`src/rtl/crl_pkg.sv`:
```
package crl_pkg;
    // Register bus widths.
    localparam int ADDR_W = 8;
    localparam int DATA_W = 8;
    // System control port, and a configuration register and a status register of our own.
    localparam logic [7:0] SYS_CTRL_OFFSET = 8'h92;
    localparam logic [7:0] DECODE_CFG_OFFSET = 8'h40;
    localparam logic [7:0] STATUS_OFFSET = 8'h41;
    // Field positions.
    localparam int RST_REQ_BIT = 0;
    localparam int A20_BIT = 1;
    localparam int FLOP_EN_BIT = 0;
    localparam int DRV_EN_BIT = 1;
    localparam int SECONDARY_BIT = 2;
    localparam int PRESENT_BIT = 0;
    // Reset values.
    localparam logic [7:0] SYS_CTRL_RESET = 8'h00;
    localparam logic [7:0] DECODE_CFG_RESET = 8'h00;
    // Diskette status I/O locations.
    localparam logic [15:0] DISK_STAT_PRIMARY = 16'h03F7;
    localparam logic [15:0] DISK_STAT_SECONDARY = 16'h0377;
    // Soft reset pulse: four ISA system clock periods.
    localparam int PULSE_SYSCLKS = 4;
    localparam logic [2:0] PULSE_LEN = 3'h4;
    // Pulse states, Gray coded from PS_IDLE to PS_WAIT_CLEAR; the return flips both bits.
    typedef enum logic [1:0] {
        PS_IDLE = 2'b00,
        PS_PULSE = 2'b01,
        PS_WAIT_CLEAR = 2'b11
    } crl_pulse_type;
endpackage : crl_pkg

```
`src/rtl/crl_sync.sv`:
```
// Three-stage synchroniser; a change is accepted once stages two and three
// agree, which filters a single-cycle glitch on the pin.
module crl_sync (
    input wire logic clk,
    input wire logic reset,
    input wire logic pin_in,
    output logic level_ff
);
    logic [2:0] stage_ff;
    logic [2:0] nxt_stage;
    logic nxt_level;

    ////////////////////////////////////////////////////////////////////////
    // Shift the pin in; stage 0 feeds only stage 1.
    always_comb begin
        nxt_stage = {stage_ff[1:0], pin_in};
        nxt_level = level_ff;
        if (stage_ff[1] == stage_ff[2]) begin
            nxt_level = stage_ff[2];
        end
    end

    // Register the stages and the filtered level. The stages keep sampling
    // through reset, so the level already shows the pin when reset ends.
    // Clearing them here would make the presence strap, caught at the first
    // edge after release, always read the diskette as absent.
    always_ff @(posedge clk) begin
        if (reset) begin
            stage_ff <= nxt_stage;
            level_ff <= stage_ff[2];
        end else begin
            stage_ff <= nxt_stage;
            level_ff <= nxt_level;
        end
    end
endmodule : crl_sync

```
`src/rtl/crl_top.sv`:
```
module crl_top
    import crl_pkg::*;
(
    input wire logic clk,
    input wire logic reset,
    input wire logic [crl_pkg::ADDR_W-1:0] reg_addr,
    input wire logic [crl_pkg::DATA_W-1:0] reg_wdata,
    input wire logic reg_wr,
    input wire logic reg_rd,
    output logic [crl_pkg::DATA_W-1:0] reg_rdata_ff,
    input wire logic [15:0] io_addr,
    input wire logic io_rd,
    input wire logic media_change_in,
    output logic cpu_soft_reset_n_ff,
    output logic addr20_override_ff,
    output logic sys_data_bit7_out_ff,
    output logic sys_data_bit7_oe_ff,
    output logic aux_bus_buffer_oe_n_ff
);
    import crl_pkg::*;

    ////////////////////////////////////////////////////////////////////////
    // Register state.
    logic [7:0] sys_ctrl_ff; // System control port.
    logic [7:0] nxt_sys_ctrl;
    logic [7:0] decode_cfg_ff; // Diskette decode configuration.
    logic [7:0] nxt_decode_cfg;
    logic [7:0] nxt_rdata;
    crl_pulse_type pulse_ff; // Soft reset pulse sequencer.
    crl_pulse_type nxt_pulse;
    logic [2:0] count_ff; // Cycles left in the pulse.
    logic [2:0] nxt_count;
    logic nxt_soft_reset_n;
    logic present_ff; // Diskette present strap.
    logic nxt_present;
    logic strap_pending_ff; // Strap still to be caught after reset.
    logic media_sync; // Filtered media change level.
    logic nxt_bit7_out;
    logic nxt_bit7_oe;
    logic nxt_buf_oe_n;
    logic status_hit;

    // Decode of a register address, used by both write and read paths.
    function automatic logic reg_hit(input logic [7:0] a,
                                     input logic [7:0] off);
        reg_hit = (a == off);
    endfunction : reg_hit

    ////////////////////////////////////////////////////////////////////////
    // Media change pin comes from outside the clock domain.
    crl_sync u_sync (
        .clk(clk),
        .reset(reset),
        .pin_in(media_change_in),
        .level_ff(media_sync)
    );

    ////////////////////////////////////////////////////////////////////////
    // Register writes and reads. Unmapped reads return zero.
    always_comb begin
        nxt_sys_ctrl = sys_ctrl_ff;
        nxt_decode_cfg = decode_cfg_ff;
        nxt_rdata = 8'h00;
        if (reg_wr) begin
            if (reg_hit(reg_addr, SYS_CTRL_OFFSET)) begin
                nxt_sys_ctrl = reg_wdata;
            end
            if (reg_hit(reg_addr, DECODE_CFG_OFFSET)) begin
                nxt_decode_cfg = {5'h00, reg_wdata[2:0]};
            end
        end
        if (reg_rd) begin
            if (reg_hit(reg_addr, SYS_CTRL_OFFSET)) begin
                nxt_rdata = sys_ctrl_ff;
            end else if (reg_hit(reg_addr, DECODE_CFG_OFFSET)) begin
                nxt_rdata = decode_cfg_ff;
            end else if (reg_hit(reg_addr, STATUS_OFFSET)) begin
                nxt_rdata = {7'h00, present_ff};
            end else begin
                nxt_rdata = 8'h00;
            end
        end
    end

    // Register file; reset clears the reset request and override bits.
    always_ff @(posedge clk) begin
        if (reset) begin
            sys_ctrl_ff <= SYS_CTRL_RESET;
            decode_cfg_ff <= DECODE_CFG_RESET;
            reg_rdata_ff <= 8'h00;
        end else begin
            sys_ctrl_ff <= nxt_sys_ctrl;
            decode_cfg_ff <= nxt_decode_cfg;
            reg_rdata_ff <= nxt_rdata;
        end
    end

    ////////////////////////////////////////////////////////////////////////
    // Soft reset pulse. The pulse fires on the write that sets bit 0, then
    // waits until software clears the bit, so holding bit 0 at one cannot
    // keep resetting the CPU.
    always_comb begin
        nxt_pulse = pulse_ff;
        nxt_count = count_ff;
        nxt_soft_reset_n = 1'b1;
        case (pulse_ff)
            PS_IDLE: begin
                if (nxt_sys_ctrl[RST_REQ_BIT]) begin
                    nxt_pulse = PS_PULSE;
                    nxt_count = PULSE_LEN - 3'h1;
                    nxt_soft_reset_n = 1'b0;
                end
            end
            PS_PULSE: begin
                if (count_ff == 3'h0) begin
                    nxt_pulse = PS_WAIT_CLEAR;
                end else begin
                    nxt_count = count_ff - 3'h1;
                    nxt_soft_reset_n = 1'b0;
                end
            end
            PS_WAIT_CLEAR: begin
                if (!sys_ctrl_ff[RST_REQ_BIT]) begin
                    nxt_pulse = PS_IDLE;
                end
            end
            default: begin
                nxt_pulse = PS_IDLE;
            end
        endcase
    end

    // Sequencer registers; output idles high through reset.
    always_ff @(posedge clk) begin
        if (reset) begin
            pulse_ff <= PS_IDLE;
            count_ff <= 3'h0;
            cpu_soft_reset_n_ff <= 1'b1;
            addr20_override_ff <= 1'b0;
        end else begin
            pulse_ff <= nxt_pulse;
            count_ff <= nxt_count;
            cpu_soft_reset_n_ff <= nxt_soft_reset_n;
            // The board ORs this with the keyboard gate and CPU reset.
            addr20_override_ff <= nxt_sys_ctrl[A20_BIT];
        end
    end

    ////////////////////////////////////////////////////////////////////////
    // Diskette status read path. The strap is caught by a clocked process
    // after reset release, once the synchroniser has settled.
    always_comb begin
        nxt_present = present_ff;
        if (strap_pending_ff) begin
            nxt_present = media_sync;
        end
        // Location chosen by the configuration register.
        if (decode_cfg_ff[SECONDARY_BIT]) begin
            status_hit = io_rd && (io_addr == DISK_STAT_SECONDARY);
        end else begin
            status_hit = io_rd && (io_addr == DISK_STAT_PRIMARY);
        end
        nxt_bit7_out = 1'b0;
        nxt_bit7_oe = 1'b0;
        nxt_buf_oe_n = 1'b1;
        if (status_hit && present_ff &&
            decode_cfg_ff[FLOP_EN_BIT]) begin
            if (decode_cfg_ff[DRV_EN_BIT]) begin
                nxt_buf_oe_n = 1'b0;
            end else begin
                nxt_bit7_out = ~media_sync;
                nxt_bit7_oe = 1'b1;
            end
        end
    end

    // Output and strap registers; all drives off in reset.
    always_ff @(posedge clk) begin
        if (reset) begin
            present_ff <= 1'b0;
            strap_pending_ff <= 1'b1;
            sys_data_bit7_out_ff <= 1'b0;
            sys_data_bit7_oe_ff <= 1'b0;
            aux_bus_buffer_oe_n_ff <= 1'b1;
        end else begin
            present_ff <= nxt_present;
            strap_pending_ff <= 1'b0;
            sys_data_bit7_out_ff <= nxt_bit7_out;
            sys_data_bit7_oe_ff <= nxt_bit7_oe;
            aux_bus_buffer_oe_n_ff <= nxt_buf_oe_n;
        end
    end
endmodule : crl_top
```
`config.mk`:
```
export PLATFORM = sky130hd
export DESIGN_NAME = crl_top
export DESIGN_NICKNAME = d
export VERILOG_FILES = /design/src/rtl/crl_pkg.sv /design/src/rtl/crl_sync.sv /design/src/rtl/crl_top.sv
export SDC_FILE = /design/constraint.sdc
export NUM_CORES = 1
export LEC_CHECK = 0
export BUFFER_PORTS_ARGS = -buffer_cell sky130_fd_sc_hd__buf_2
export CAP_MARGIN = 20
export CORE_ASPECT_RATIO = 1.1
export CORE_MARGIN = 4
export CORE_UTILIZATION = 51
export DETAILED_ROUTE_END_ITERATION = 7
export PLACE_DENSITY = 0.89
export SETUP_SLACK_MARGIN = 0.2
export SLEW_MARGIN = 10
export SYNTH_ARGS = -nofsm -noshare
export SYNTH_HDL_FRONTEND = slang
export SYNTH_HIERARCHICAL = 1
export SYNTH_SLANG_ARGS = --single-unit
```
`constraint.sdc`:
```
create_clock -name clk -period 3.35 [get_ports clk]
set_input_delay 0.1675 -clock clk [delete_from_list [all_inputs] [get_ports clk]]
set_output_delay 0.1675 -clock clk [all_outputs]
set_load 0.01 [all_outputs]
```
# Yosys cells after proc, flatten, opt, wreduce, memory -nomap -nowiden
# Cells that the tools add are included.
[word_totals]
word_cells = 66
regBits = 35
[classes]
add_sub_neg = 1
n_reduce_logical = 15
muxes = 20
bitwise_logic = 3
n_eq_ne = 12
[ops]
columns = ["cell", "n"]
rows = [
  ["$eq A16 B10 Y1 const B", 2],
  ["$eq A8 B7 Y1 const B", 2],
  ["$mux W2", 5],
  ["$mux W3", 3],
  ["$eq A8 B8 Y1 const B", 1],
  ["$mux W1", 8],
  ["$mux W8", 1],
  ["$ne A2 B2 Y1 const B", 4],
  ["$pmux W2 S3", 1],
  ["$pmux W3 S2", 1],
  ["$reduce_and A3 Y1", 2],
  ["$logic_and A1 B1 Y1", 4],
  ["$reduce_and A2 Y1", 2],
  ["$reduce_bool A2 Y1", 2],
  ["$reduce_or A2 Y1", 2],
  ["$logic_not A3 Y1", 1],
  ["$not A1 Y1", 3],
  ["$reduce_or A3 Y1", 1],
  ["$sub A3 B1 Y3 const B", 1],
  ["$eq A2 B1 Y1 const B", 1],
  ["$eq A2 B2 Y1 const B", 1],
  ["$logic_not A2 Y1", 1],
  ["$pmux W1 S2", 1],
  ["$eq A1 B1 Y1", 1],
]

# Depth between registers and ports, before layout
[logic_depth]
ltp_word = 7
depth_mapped = 6
mapped_depth_nobuf = 6

# Hierarchy
# Netlist, hierarchy kept.
[by_module_without_submodules]
columns = ["mod", "cells_per_inst", "seq_area_each_um2", "instances", "area_per_inst_um2"]
rows = [
  ["crl_top", 118, 600.6, 1, 1222.4],
  ["crl_sync", 6, 90.1, 1, 105.1],
]

# Worst setup path before layout
# OpenSTA, ideal clock, no wires.
[synth_timing]
path_type = "input-to-reg"
startpoint = "input reg_addr[3] (netlist name)"
endpoint = "register count_ff[1]"
setup_time_ns = 0.095
path_slack_ns = 1.824
required_ns = 3.255
stages = 4
path_buffers = 0
arrival_time_ns = 1.431
cell_sequence = "or4b_4 -> nor3_4 -> mux2_4 -> a221oi_1"
[synth_via]
elab_chain_cells = 5
[synth_rtl]
columns = ["item", "line_no", "rtl"]
rows = [
  ["from (decl)", "crl_top.sv:6", "input wire logic [crl_pkg::ADDR_W-1:0] reg_addr,"],
  ["$eq A8 B8 Y1", "crl_top.sv:46", "reg_hit = (a == off);"],
  ["$mux W2", "crl_top.sv:65", "if (reg_hit(reg_addr, SYS_CTRL_OFFSET)) begin"],
  ["$mux W2", "crl_top.sv:64", "if (reg_wr) begin"],
  ["$ne A2 B2 Y1 (no source line)", "n/a", ""],
  ["$reduce_and A3 Y1 (no source line)", "n/a", ""],
  ["to (signal assigned)", "crl_top.sv:142", "count_ff <= nxt_count;"],
  ["to (decl)", "crl_top.sv:31", "logic [2:0] count_ff;"],
]
# Every way passes these cells.
# A chain may end at the register's enable or synchronous reset.

# Final worst setup path
# Same ends and word-level chain as after synthesis.

==> results.yml <==
global_routing:
  grt_max_degree: 23
  grt_util_all_layers_pct: 17.9
  grt_pass1_wl_um: 4680
  antenna_found_initial: 0
  overflow: 0
  grt_pass1_vias: 1079
routing:
  routed-via-count: 1067
  wl_per_cell_um: 13.2
  viasPerCell: 5.06
  drc_errors: 0
  first_iter_violations: 20
  final_antenna_net_count: 0
  drt-total-wl_um: 2790
  firstDrtPassIters: 4
critical_path:
  max_stage_delay_ps: 570
  crit_path_max_fanout: 11
  worstPathRequired_ps: 3590
  path_cells: "buf_2, or4b_4, nor3_4, mux2_4, a221oi_1"
  critical_path_class: "primary input to register"
  worst_setup_path_start_kind: "primary input"
  critPathSlowestCell: "or4b_4"
  critical_path_arrival_ps: 1960
  endpoint_kind: "register"
layout:
  finalNonFillerCells: 211
  mostFrequentLayoutCells: "50 x buf_2, 33 x dfxtp_1, 21 x nor2_1, 13 x mux2i_1, 6 x and2_1"
  drive_above_1_share_pct: 36.1
  mostFrequentLayoutCell: "buf_2"
  nNetsFinal: 219
  diodes: 0
  finish.instance_area_um2: 1710
  syn2layout_area_growth_pct: 29.0
placed_design:
  place_area_um2: 1600
  place_congestion: 0.770
  place_ws_ps: 1270
  port_buffers: 50
  placedCellCount: 202
  dp_hpwl_um: 2170
sta:
  rsz0062_at_grt: "no"
  finalHoldViolations: 0
  fin_hold_ws_ps: 68.4
  tightest_slew_ps: 636
  maxSlewViolCount: 0
  finalClockSkew_ps: 10.7
  fmax_ghz: 0.580
  setup_viol: 0
  fin_crit_ps: 1730
  fin_ws_ps: 1620
  fin_setup_tns_ps: 0
  finalCritPeriodShare_pct: 51.5
  slew_headroom_pct: 57.5
job:
  drv_cap: 0
pwr:
  p_sw_uw: 155
  power_leakage_uw: 0.000751
  swShare_pct: 19.1
  intPower_uw: 656
  power-per-cell-area_nw_per_um2: 474
  ir_worst_vdd_v: 0.000356
  comb_power_share_pct: 5.2
  share_seq_of_total_power_pct: 51.0
  power_frac_clock_pct: 43.7
yosys:
  syn_area_per_cell_um2: 10.7
  ys_ff_latch: 34
  synth_cells: 124
  yosysUniqueCellTypes: 34
  ys_warn_count: 6
  postSynthNetCount: 164
  netlist_area_um2: 1330
  yosysSeqAreaShare_pct: 52.0
floorplan:
  core_um2: 2500
  die-width_um: 56.6
  fp.dieH_um: 61.5
  initial_core_util_pct: 53.2
  io_pins: 51
  rows: 19
  dieArea_um2: 3480
clocking:
  clk_latency_ps: 340
  cts-root-buf: "clkbuf_4"
  cts_buffers: 5
  cts_tree: "yes"
  path_clk_slew_ps: 90
  clock_tree.buffer_depth: 2
  cts_sinks: 34
  h-tree-depth: 2
  postCtsResizedCells: 0
hold_path:
  hold_path.class: "primary input to register"
outcome:
  outcome: "finished, final reports clean"
==> worst max-delay path, delay by kind of cell <==
family	cells	cell delay, ps
AO/OA/AOI/OAI	1	240
buffers and inverters	1	100
multiplexers	1	370
AND/OR/NAND/NOR	2	1090
==> power groups by stage <==
stage	Clock [uW]	Combinational, uW	Sequential, uW
CTS	363	42.6	414
global route	385	46.8	415
floorplan	0	13.6	422
global placement	0	39.0	423
detailed placement	0	41.1	424
finish	355	42.4	414
==> stage by stage <==
stage	util [%]	power, uW
after detailed placement	64.0	465
after floorplan	-	436
after global placement	64.0	462
after CTS	68.6	820
final	68.6	811
after global routing	68.6	846
==> flip-flops by register name, summed over array words and instances (netlist names) <==
register / cells
aux_bus_buffer_oe_n_ff: 1
count_ff: 3
cpu_soft_reset_n_ff: 1
decode_cfg_ff: 3
present_ff: 1
pulse_ff: 2
reg_rdata_ff: 8
strap_pending_ff: 1
sys_ctrl_ff: 8
sys_data_bit7_oe_ff: 1
sys_data_bit7_out_ff: 1
u_sync/level_ff: 1
u_sync/stage_ff: 3
==> cell families after synthesis <==
kind of cell	count (synthesis)	share of synthesized area [%]
buffers and inverters	7	2.64
adder cells (fa/ha/maj)	2	1.88
AND/OR/NAND/NOR	54	25.4
XOR/XNOR	3	1.98
flip-flops	34	52.0
multiplexers	14	10.9
AO/OA/AOI/OAI	10	5.18
==> synth_stat cells <==
cell type  number  area, um2
a21o_1          2       15.0
a21oi_1         3       15.0
a221oi_1        1       8.76
a22o_1          2       17.5
a31oi_1         2       12.5
and2_1          6       37.5
buf_2           1       5.00
buf_6           1       11.3
clkbuf_1        1       3.75
dfxtp_1        33        661
edfxtp_1        1       30.0
ha_1            2       25.0
inv_1           4       15.0
mux2_4          1       15.0
mux2i_1        13        130
nand2_1         3       11.3
nand2b_1        2       12.5
nand3_1         2       10.0
nand3b_2        1       11.3
nand4_1         3       18.8
nand4b_4        1       23.8
nor2_1         21       78.8
nor2b_1         1       6.26
nor3_1          3       15.0
nor3_4          2       32.5
nor3b_1         1       7.51
nor3b_2         1       12.5
nor4_1          2       12.5
or2_1           1       6.26
or3b_1          1       8.76
or4_1           1       7.51
or4b_1          1       10.0
or4b_4          1       13.8
xor2_1          3       26.3
==> per-layer routing <==
layer / up-vias / track usage, % / wire length, um
li1: 543 / - / -
met4: 0 / 9.15 / 21
met2: 40 / 31.2 / 1430
met5: - / 0 / 0
met3: 4 / 7.97 / 247
met1: 480 / 18.5 / 1100
==> path summary, 6_finish.rpt <==
check,slack [ps],end,from,depth (start not counted)
worst max-delay path,1620,count_ff[1],reg_addr[3],5
worst min-delay path,70,sys_ctrl_ff[7],reg_wdata[7],3
worst max register to register,1740,aux_bus_buffer_oe_n_ff,decode_cfg_ff[2],4
worst min register to register,340,u_sync/stage_ff[1],u_sync/stage_ff[0],0
==> what timing repair did <==
action | in CTS | in global routing
hold endpoints to repair | 1 | 0
setup buffers | 0 | 0
setup endpoints to repair | 0 | 0
hold buffers | 1 | 0
==> cell type report <==
| cell class | instances | area [um2] |
|---|---|---|
| clock inverter | 1 | 30.0 |
| inverter | 4 | 15.0 |
| timing repair buffer | 51 | 260 |
| tap | 31 | 38.8 |
| clock buffer | 7 | 76.3 |
| fill | 206 | 783 |
| sequential | 34 | 691 |
| multi-input combinational | 83 | 602 |
No activity file was read; power rests on OpenSTA's default activity.
